### src/ntmrs_pkg.sv
// Purpose: shared constants for the network time mirror and rtc sync block
// Assumes: 200 MHz aclk, AXI4-Lite register access with 32-bit data
// Notes: Behaviour list below; tags mark where each item is carried out
//
// Behaviour
// with sync enabled, request server time once every ten minutes
// each new time reading adds one to the time update counter
// the same update refreshes all seven calendar mirror words
// controller copies mirror words to staging words when counter changes
// controller then saves the counter value for the next compare
// commit control bit follows compare result, dropping once copy matches
// falling commit control bit loads the seven staging words into the rtc
// periodic update plus commit keep rtc within one second of network time
// disabled or unanswered sync leaves counter and mirror words unchanged
package ntmrs_pkg;
    // register byte offsets
    localparam logic [7:0] REG_CTRL = 8'h00;
    localparam logic [7:0] REG_STATUS = 8'h04;
    localparam logic [7:0] REG_MASK = 8'h08;
    localparam logic [7:0] REG_COUNT = 8'h0C;
    localparam logic [7:0] REG_CAL_BASE = 8'h10;
    localparam logic [7:0] REG_STAGE_BASE = 8'h30;
    localparam int CAL_WORDS = 7;
    localparam int WORD_W = 16;
    localparam logic [7:0] CAL_SPAN = 8'h1C;
    // control and status fields
    localparam int CTRL_SYNC_EN = 0;
    localparam int CTRL_COMMIT = 1;
    localparam int CTRL_W = 2;
    localparam int ST_UPDATE = 0;
    localparam int ST_TIMEOUT = 1;
    localparam int ST_COMMIT = 2;
    localparam int ST_W = 3;
    localparam logic [CTRL_W-1:0] CTRL_RESET = 2'h0;
    localparam logic [WORD_W-1:0] COUNT_RESET = 16'h0000;
    // bus responses
    localparam logic [1:0] RESP_OKAY = 2'h0;
    localparam logic [1:0] RESP_SLVERR = 2'h2;
    // timing
    localparam longint CLK_HZ = 200_000_000;
    localparam longint FETCH_PERIOD_MIN = 10;
    localparam longint REPLY_TIMEOUT_MS = 500;
    localparam logic [39:0] FETCH_CYCLES_DEF = 40'(FETCH_PERIOD_MIN * 60 * CLK_HZ);
    localparam logic [39:0] REPLY_CYCLES_DEF = 40'(REPLY_TIMEOUT_MS * CLK_HZ / 1000);
    typedef enum logic {NTMRS_IDLE, NTMRS_WAIT} ntmrs_state_t;
endpackage

### src/ntmrs_reg_if.sv
// Purpose: simple register access path between bus slave and register file
// Assumes: single clock, rd_data and errors answered in the same cycle
// Notes: wr_en and rd_en are single-cycle strobes
interface ntmrs_reg_if;
    logic wr_en;
    logic [7:0] wr_addr;
    logic [31:0] wr_data;
    logic [3:0] wr_strb;
    logic wr_err;
    logic rd_en;
    logic [7:0] rd_addr;
    logic [31:0] rd_data;
    logic rd_err;
    modport bus_side (output wr_en, wr_addr, wr_data, wr_strb, rd_en, rd_addr,
                      input wr_err, rd_data, rd_err);
    modport reg_side (input wr_en, wr_addr, wr_data, wr_strb, rd_en, rd_addr,
                      output wr_err, rd_data, rd_err);
endinterface

### src/ntmrs_axil_slave.sv
// Purpose: AXI4-Lite slave front end feeding the register interface
// Assumes: one write and one read outstanding at most
// Notes: address and data may arrive in either order; all AXI outputs registered, rif strobes and read address combinational
module ntmrs_axil_slave
    import ntmrs_pkg::*;
(
    input wire logic aclk,
    input wire logic aresetn,
    input wire logic [7:0] awaddr,
    input wire logic awvalid,
    output logic awready,
    input wire logic [31:0] wdata,
    input wire logic [3:0] wstrb,
    input wire logic wvalid,
    output logic wready,
    output logic [1:0] bresp,
    output logic bvalid,
    input wire logic bready,
    input wire logic [7:0] araddr,
    input wire logic arvalid,
    output logic arready,
    output logic [31:0] rdata,
    output logic [1:0] rresp,
    output logic rvalid,
    input wire logic rready,
    ntmrs_reg_if.bus_side rif
);
    logic aw_held, w_held;
    logic next_aw_held, next_w_held, next_awready, next_wready, next_arready;
    logic [7:0] aw_addr, next_aw_addr;
    logic [31:0] w_data, next_w_data, next_rdata;
    logic [3:0] w_strb, next_w_strb;
    logic next_bvalid, next_rvalid;
    logic [1:0] next_bresp, next_rresp;
    logic do_wr;

    // write fires once both halves are held and the last response is gone
    assign do_wr = aw_held && w_held && !bvalid;
    assign rif.wr_en = do_wr;
    assign rif.wr_addr = aw_addr;
    assign rif.wr_data = w_data;
    assign rif.wr_strb = w_strb;
    assign rif.rd_en = arvalid && arready;
    assign rif.rd_addr = araddr;

    // handshake bookkeeping; readies are precomputed so they leave flops
    always_comb begin
        next_aw_held = aw_held;
        next_aw_addr = aw_addr;
        next_w_held = w_held;
        next_w_data = w_data;
        next_w_strb = w_strb;
        next_bvalid = bvalid;
        next_bresp = bresp;
        next_rvalid = rvalid;
        next_rdata = rdata;
        next_rresp = rresp;
        if (awvalid && awready) begin
            next_aw_held = 1'b1;
            next_aw_addr = awaddr;
        end
        if (wvalid && wready) begin
            next_w_held = 1'b1;
            next_w_data = wdata;
            next_w_strb = wstrb;
        end
        if (bvalid && bready) begin
            next_bvalid = 1'b0;
        end
        if (do_wr) begin
            next_aw_held = 1'b0;
            next_w_held = 1'b0;
            next_bvalid = 1'b1;
            next_bresp = rif.wr_err ? RESP_SLVERR : RESP_OKAY;
        end
        if (rvalid && rready) begin
            next_rvalid = 1'b0;
        end
        if (arvalid && arready) begin
            next_rvalid = 1'b1;
            next_rdata = rif.rd_data;
            next_rresp = rif.rd_err ? RESP_SLVERR : RESP_OKAY;
        end
        next_awready = !next_aw_held && !next_bvalid;
        next_wready = !next_w_held && !next_bvalid;
        next_arready = !next_rvalid;
    end

    always_ff @(posedge aclk) begin
        if (!aresetn) begin
            aw_held <= 1'b0;
            aw_addr <= 8'h00;
            w_held <= 1'b0;
            w_data <= 32'h0000_0000;
            w_strb <= 4'h0;
            bvalid <= 1'b0;
            bresp <= RESP_OKAY;
            rvalid <= 1'b0;
            rdata <= 32'h0000_0000;
            rresp <= RESP_OKAY;
            awready <= 1'b0;
            wready <= 1'b0;
            arready <= 1'b0;
        end else begin
            aw_held <= next_aw_held;
            aw_addr <= next_aw_addr;
            w_held <= next_w_held;
            w_data <= next_w_data;
            w_strb <= next_w_strb;
            bvalid <= next_bvalid;
            bresp <= next_bresp;
            rvalid <= next_rvalid;
            rdata <= next_rdata;
            rresp <= next_rresp;
            awready <= next_awready;
            wready <= next_wready;
            arready <= next_arready;
        end
    end
endmodule

### src/ntmrs_time_sync.sv
// Purpose: network time fetch, calendar mirror, rtc staging and commit
// Assumes: reply_valid is a one-cycle strobe with reply_words stable in it
// Notes: registers over AXI4-Lite; irq is a level from a flop
//
// Design decisions made here: the register addresses and the AXI4-Lite register port.
module ntmrs_time_sync
    import ntmrs_pkg::*;
#(
    parameter logic [39:0] FETCH_CYCLES = FETCH_CYCLES_DEF,
    parameter logic [39:0] REPLY_CYCLES = REPLY_CYCLES_DEF
) (
    input wire logic aclk,
    input wire logic aresetn,
    input wire logic [7:0] s_axi_awaddr,
    input wire logic s_axi_awvalid,
    output logic s_axi_awready,
    input wire logic [31:0] s_axi_wdata,
    input wire logic [3:0] s_axi_wstrb,
    input wire logic s_axi_wvalid,
    output logic s_axi_wready,
    output logic [1:0] s_axi_bresp,
    output logic s_axi_bvalid,
    input wire logic s_axi_bready,
    input wire logic [7:0] s_axi_araddr,
    input wire logic s_axi_arvalid,
    output logic s_axi_arready,
    output logic [31:0] s_axi_rdata,
    output logic [1:0] s_axi_rresp,
    output logic s_axi_rvalid,
    input wire logic s_axi_rready,
    output logic time_req,
    input wire logic reply_valid,
    input wire logic [CAL_WORDS-1:0][WORD_W-1:0] reply_words,
    output logic rtc_load,
    output logic [CAL_WORDS-1:0][WORD_W-1:0] rtc_time,
    output logic irq
);
    ntmrs_reg_if rif();

    ntmrs_axil_slave u_slave (
        .aclk(aclk),
        .aresetn(aresetn),
        .awaddr(s_axi_awaddr),
        .awvalid(s_axi_awvalid),
        .awready(s_axi_awready),
        .wdata(s_axi_wdata),
        .wstrb(s_axi_wstrb),
        .wvalid(s_axi_wvalid),
        .wready(s_axi_wready),
        .bresp(s_axi_bresp),
        .bvalid(s_axi_bvalid),
        .bready(s_axi_bready),
        .araddr(s_axi_araddr),
        .arvalid(s_axi_arvalid),
        .arready(s_axi_arready),
        .rdata(s_axi_rdata),
        .rresp(s_axi_rresp),
        .rvalid(s_axi_rvalid),
        .rready(s_axi_rready),
        .rif(rif)
    );

    ntmrs_state_t state, next_state;
    logic [39:0] timer, next_timer, wait_cnt, next_wait_cnt;
    logic [CTRL_W-1:0] ctrl, next_ctrl;
    logic [ST_W-1:0] status, next_status, mask, next_mask, events;
    logic [WORD_W-1:0] counter, next_counter;
    logic [CAL_WORDS-1:0][WORD_W-1:0] mirror, next_mirror, staging, next_staging;
    logic [CAL_WORDS-1:0][WORD_W-1:0] next_rtc_time;
    logic next_time_req, next_rtc_load, next_irq, commit_prev, sync_en, commit_fall;

    assign sync_en = ctrl[CTRL_SYNC_EN];
    // commit edge seen on the stored bit, so back-to-back writes still count
    assign commit_fall = commit_prev && !ctrl[CTRL_COMMIT];

    function automatic logic [WORD_W-1:0] merge16(input logic [WORD_W-1:0] old,
                                                  input logic [31:0] d,
                                                  input logic [3:0] s);
        merge16 = {s[1] ? d[15:8] : old[15:8], s[0] ? d[7:0] : old[7:0]};
    endfunction

    function automatic logic in_win(input logic [7:0] a, input logic [7:0] base);
        in_win = (a >= base) && (a < base + CAL_SPAN) && (a[1:0] == 2'h0);
    endfunction

    // read decode, answered in the handshake cycle
    always_comb begin
        logic [7:0] off;
        off = 8'h00;
        rif.rd_data = 32'h0000_0000;
        rif.rd_err = 1'b0;
        if (in_win(rif.rd_addr, REG_CAL_BASE)) begin
            off = rif.rd_addr - REG_CAL_BASE;
            rif.rd_data = {16'h0000, mirror[off[4:2]]};
        end else if (in_win(rif.rd_addr, REG_STAGE_BASE)) begin
            off = rif.rd_addr - REG_STAGE_BASE;
            rif.rd_data = {16'h0000, staging[off[4:2]]};
        end else begin
            unique case (rif.rd_addr)
                REG_CTRL: rif.rd_data = {30'h0000_0000, ctrl};
                REG_STATUS: rif.rd_data = {29'h0000_0000, status};
                REG_MASK: rif.rd_data = {29'h0000_0000, mask};
                REG_COUNT: rif.rd_data = {16'h0000, counter};
                default: rif.rd_err = 1'b1;
            endcase
        end
    end

    // fetch sequencer: period timer, reply wait, mirror refresh
    always_comb begin
        next_state = state;
        next_timer = timer;
        next_wait_cnt = wait_cnt;
        next_time_req = 1'b0;
        next_counter = counter;
        next_mirror = mirror;
        events = '0;
        if (!sync_en) begin
            next_state = NTMRS_IDLE;
            next_timer = 40'h0;
            next_wait_cnt = 40'h0;
        end else begin
            // period runs regardless of the wait, keeping a fixed cadence
            next_timer = (timer == FETCH_CYCLES - 40'h1) ? 40'h0 : timer + 40'h1;
            unique case (state)
                NTMRS_IDLE: begin
                    if (timer == FETCH_CYCLES - 40'h1) begin
                        next_time_req = 1'b1;
                        next_state = NTMRS_WAIT;
                        next_wait_cnt = 40'h0;
                    end
                end
                NTMRS_WAIT: begin
                    if (reply_valid) begin
                        next_counter = counter + 16'h0001;
                        next_mirror = reply_words;
                        events[ST_UPDATE] = 1'b1;
                        next_state = NTMRS_IDLE;
                    end else if (wait_cnt == REPLY_CYCLES - 40'h1) begin
                        // stale replies are dropped rather than mirrored late
                        events[ST_TIMEOUT] = 1'b1;
                        next_state = NTMRS_IDLE;
                    end else begin
                        next_wait_cnt = wait_cnt + 40'h1;
                    end
                end
            endcase
        end
    end

    // software registers, commit edge and interrupt
    always_comb begin
        logic [7:0] off;
        off = 8'h00;
        next_ctrl = ctrl;
        next_mask = mask;
        next_staging = staging;
        rif.wr_err = 1'b0;
        next_rtc_load = commit_fall;
        next_rtc_time = commit_fall ? staging : rtc_time;
        next_status = status;
        if (rif.wr_en) begin
            if (in_win(rif.wr_addr, REG_STAGE_BASE)) begin
                off = rif.wr_addr - REG_STAGE_BASE;
                for (int i = 0; i < CAL_WORDS; i++) begin
                    if (off[4:2] == 3'(i)) begin
                        next_staging[i] = merge16(staging[i], rif.wr_data, rif.wr_strb);
                    end
                end
            end else begin
                unique case (rif.wr_addr)
                    REG_CTRL: if (rif.wr_strb[0]) next_ctrl = rif.wr_data[CTRL_W-1:0];
                    REG_STATUS: if (rif.wr_strb[0]) next_status = status & ~rif.wr_data[ST_W-1:0];
                    REG_MASK: if (rif.wr_strb[0]) next_mask = rif.wr_data[ST_W-1:0];
                    REG_COUNT: rif.wr_err = 1'b1;
                    default: rif.wr_err = !in_win(rif.wr_addr, REG_CAL_BASE);
                endcase
            end
        end
        // a new event beats a clear in the same cycle
        next_status = next_status | events | {commit_fall, 2'h0};
        next_irq = |(next_status & next_mask);
    end

    always_ff @(posedge aclk) begin
        if (!aresetn) begin
            state <= NTMRS_IDLE;
            timer <= 40'h0;
            wait_cnt <= 40'h0;
            time_req <= 1'b0;
            counter <= COUNT_RESET;
            mirror <= '0;
            ctrl <= CTRL_RESET;
            mask <= '0;
            status <= '0;
            staging <= '0;
            commit_prev <= 1'b0;
            rtc_load <= 1'b0;
            rtc_time <= '0;
            irq <= 1'b0;
        end else begin
            state <= next_state;
            timer <= next_timer;
            wait_cnt <= next_wait_cnt;
            time_req <= next_time_req;
            counter <= next_counter;
            mirror <= next_mirror;
            ctrl <= next_ctrl;
            mask <= next_mask;
            status <= next_status;
            staging <= next_staging;
            commit_prev <= ctrl[CTRL_COMMIT];
            rtc_load <= next_rtc_load;
            rtc_time <= next_rtc_time;
            irq <= next_irq;
        end
    end

    chk_req_on_period: assert property (@(posedge aclk) disable iff (!aresetn)
        time_req |-> $past(timer) == FETCH_CYCLES - 40'h1 && state == NTMRS_WAIT)
        else $error("time request off the fetch period");
    chk_count_bump: assert property (@(posedge aclk) disable iff (!aresetn)
        (sync_en && state == NTMRS_WAIT && reply_valid) |=> counter == $past(counter) + 16'h0001)
        else $error("counter not bumped on reply");
    chk_mirror_fresh: assert property (@(posedge aclk) disable iff (!aresetn)
        (sync_en && state == NTMRS_WAIT && reply_valid) |=> mirror == $past(reply_words))
        else $error("mirror words not refreshed");
    chk_commit_load: assert property (@(posedge aclk) disable iff (!aresetn)
        $fell(ctrl[CTRL_COMMIT]) |=> rtc_load && rtc_time == $past(staging) ##1 !rtc_load)
        else $error("rtc not loaded on commit fall");
    chk_wait_bound: assert property (@(posedge aclk) disable iff (!aresetn)
        state == NTMRS_WAIT |-> wait_cnt < REPLY_CYCLES)
        else $error("reply wait overran its bound");
    chk_idle_frozen: assert property (@(posedge aclk) disable iff (!aresetn)
        (!sync_en || state == NTMRS_IDLE) |=> $stable(counter) && $stable(mirror))
        else $error("mirror changed without a reply");
endmodule

### config.mk
export PLATFORM = sky130hd
export DESIGN_NAME = ntmrs_time_sync
export DESIGN_NICKNAME = d
export VERILOG_FILES = /design/src/ntmrs_pkg.sv /design/src/ntmrs_reg_if.sv /design/src/ntmrs_axil_slave.sv /design/src/ntmrs_time_sync.sv
export SDC_FILE = /design/constraint.sdc
export NUM_CORES = 1
export LEC_CHECK = 0
export BUFFER_PORTS_ARGS = -buffer_cell sky130_fd_sc_hd__buf_2
export CAP_MARGIN = 15
export CORE_MARGIN = 1
export CORE_UTILIZATION = 51
export DETAILED_ROUTE_END_ITERATION = 7
export PLACE_DENSITY = 0.8
export SLEW_MARGIN = 30
export SYNTH_ARGS = -nofsm -noshare
export SYNTH_HDL_FRONTEND = slang
export SYNTH_SLANG_ARGS = --single-unit
### constraint.sdc
create_clock -name aclk -period 2.3 [get_ports aclk]
set_input_delay 0 -clock aclk [delete_from_list [all_inputs] [get_ports aclk]]
set_output_delay 0 -clock aclk [all_outputs]
set_load 0.005 [all_outputs]
==> reports/qor.csv <==
metric;value;unit
outcome;finished, violations left;
failing checks;setup timing;
Ys Warns;0;
setup TNS;-1.23;ns
Initial Utilization;51.9;%
drt wl/cell;18.9;um
Post-synth EDFFs;0;
grt ovf;0;
vias in the first global route;19706;
Async S/R FF share, synth;0;%
antenna violations before repair;3;
top-count cell post-synth;nand2_1;
DRC errors left;0;
Area Growth Syn to Fin;28.7;%
Synth top area share;48.1;%
synthesized cell area;20700;um2
Total Routed Length;67600;um
Final #Nets;3187;
largest net degree at the start of global routing;115;
Port Buffers;291;
CTS H-tree depth;2;
Highest Clock Rate;0.421;GHz
CTS buffer count;51;
count of cell types in the netlist;58;
Tot Pwr;18.3;mW
worst hold path class;in -> reg;
Synth Instances;2569;
Worst Path Required;2.77;ns
CTS tree;yes;
CTS clk-pin slew, worst paths;0.06;ns
P_leak;9.91;nW
first-pass GRT wire length;104000;um
Std-Cell Rows;73;
post-route worst setup slack;-0.0773;ns
DRT Pass-1 Iters;6;
Core Area;39800;um2
share of cells above drive strength 1;18.3;%
worst hold slack;0.0607;ns
DPL Wire Length;44100;um
worst rel slew slack;46.9;%
worst slew pin tran;0.794;ns
die area;41300;um2
signal arrival time at the worst endpoint;2.85;ns
clock skew;0.0219;ns
Synth Register Bits;496;
num ports;328;
vias;20501;
type of the worst setup path;reg -> reg;
DRT iter0 DRCs;2527;
final hold viol count;0;
Crit Path Max Fanout;8;
post-placement setup slack;-0.0618;ns
Avg Vias per Cell;5.73;
die height;203;um
sequential element share of the synthesized area;48.1;%
Syn Area/Cell;8.04;um2
max cap viols;0;
CTS max path bufs;3;
cell accounting for the most synthesized area;dfxtp_1;
RSZ-0062 raised after global routing;yes;
Final Max Tran Viols;0;
startpoint types;flip-flop;
ys flop type;dfxtp_1;
CTS Root Cell;clkbuf_16;
Clk Latency, worst-skew pair;0.59;ns
clk sinks;496;
routability cong.;0.980;
final setup vio count;34;
all-layer global routing usage;31.8;%
period utilization;103;%
top post-synthesis cells by count;773 x nand2_1, 496 x dfxtp_1, 402 x a21oi_1;
Cell Pwr Density;688;nW/um2
critical path endpoint category;flip-flop;
VDD IR-drop max;0.494;mV
synth top area cells;dfxtp_1 48%, nand2_1 14%, a21oi_1 9.7%, mux2i_1 3.4%, mux4_2 3.2%;
Die Wd;203;um
antenna viol nets, final;0;
min cycle time layout;2.38;ns
-- critical path, cell delays in order, from the launching register on --
cell and delay [ns]:
dfxtp_1 0.34, nand4_2 0.12, or4_4 0.53, or4_4 0.65, a2111oi_4 0.40, xnor2_1 0.18, nor2_2 0.04
-- worst paths after layout --
check / startpoint / end / slack (ns) / depth (start not counted)
worst max-delay path: timer[5] / wait_cnt[27] / -0.08 / 6
worst min-delay path: s_axi_araddr[5] / u_slave.rdata[0] / 0.06 / 6
worst max register to register: timer[5] / wait_cnt[27] / -0.08 / 6
worst min register to register: rtc_time[64] / rtc_time[64] / 0.45 / 2
-- state kept, by name, summed over array words and instances, names as in the netlist, 8 cells and up --
register,cells
timer,40
u_slave.rif.wr_addr,8
wait_cnt,40
staging,112
u_slave.rif.wr_data,16
rtc_time,112
u_slave.rdata,16
mirror,112
counter,16
-- placed cells by master (no fill, tap or decap), types with 4 or more instances in the layout --
cell type	instances
dfxtp_2	4
xnor2_1	49
nand4_1	33
buf_2	290
a21oi_1	402
nor3_1	30
buf_12	14
clkbuf_1	5
or3_1	18
and3_1	22
mux4_2	29
bufinv_16	5
nand3_1	63
o21ai_0	57
o22ai_1	6
and4_1	9
a221o_1	7
dlygate4sd3_1	162
a31oi_1	4
nor2b_1	7
nor2_1	155
xor2_1	28
buf_4	103
inv_1	8
and2_1	12
nand2b_1	10
clkinv_2	11
mux2i_1	70
clkbuf_16	53
a221oi_1	5
nor4_1	18
or2_2	4
dfxtp_1	492
a2111oi_4	4
conb_1	18
clkbuf_8	14
nand2_1	773
-- per-layer routing --
layer	GRT usage (%)	vias up	part of all wire (%)
met5	0	-	0
met2	51.2	1091	46
met4	14.6	0	4.6
met1	41.5	9668	40
met3	5.77	227	9.6
li1	-	9515	-
-- kinds of logic (layout without fill, tap and decap cells) --
group | after synthesis | after routing | synth area share [%]
flops | 496 | 496 | 48.1
buf+inv | 206 | 671 | 4.17
mux | 100 | 100 | 6.61
xor+xnor | 77 | 77 | 3.27
other cells | 1 | 21 | 0.0182
simple gates | 1183 | 1183 | 24.4
compound gates | 503 | 503 | 13.3
fa+ha+maj | 3 | 3 | 0.182
-- what timing repair did --
item / CTS / global route
gates resized for setup: 5 / 5
endpoints found under the hold margin: 167 / 0
setup endpoints to repair: 8 / 43
hold buffers: 162 / 0
gates cloned: 0 / 1
setup buffers: 1 / 4
pin swaps: 2 / 8
-- area by class of cell --
type | count | area (um2)
clock buffers | 71 | 1510
clock inverters | 21 | 254
repair buffers | 570 | 4150
diodes | 3 | 7.51
inverters | 9 | 41.3
multi-input cells | 1884 | 10000
flip-flops and latches | 496 | 9930
fillers | 3084 | 13200
well taps | 525 | 657
-- through the flow --
stage / cell area, um2 / utilization, % / std cells
finish: 26600 / 66.7 / 3579
global route: 26600 / 66.7 / 3579
CTS: 26500 / 66.5 / 3571
detailed placement: 23100 / 57.9 / 3316
global placement: 23100 / 57.9 / 3316
floorplan: 20700 / - / 2586
-- report_power, final --
part	internal (mW)	total, mW	leakage [nW]	switching [mW]
registers	8.64	8.72	4.00	0.0769
logic	0.442	0.923	5.04	0.481
clock network	5.15	8.65	0.877	3.50
total	14.2	18.3	9.91	4.06
No activity file was read; power rests on OpenSTA's default activity.
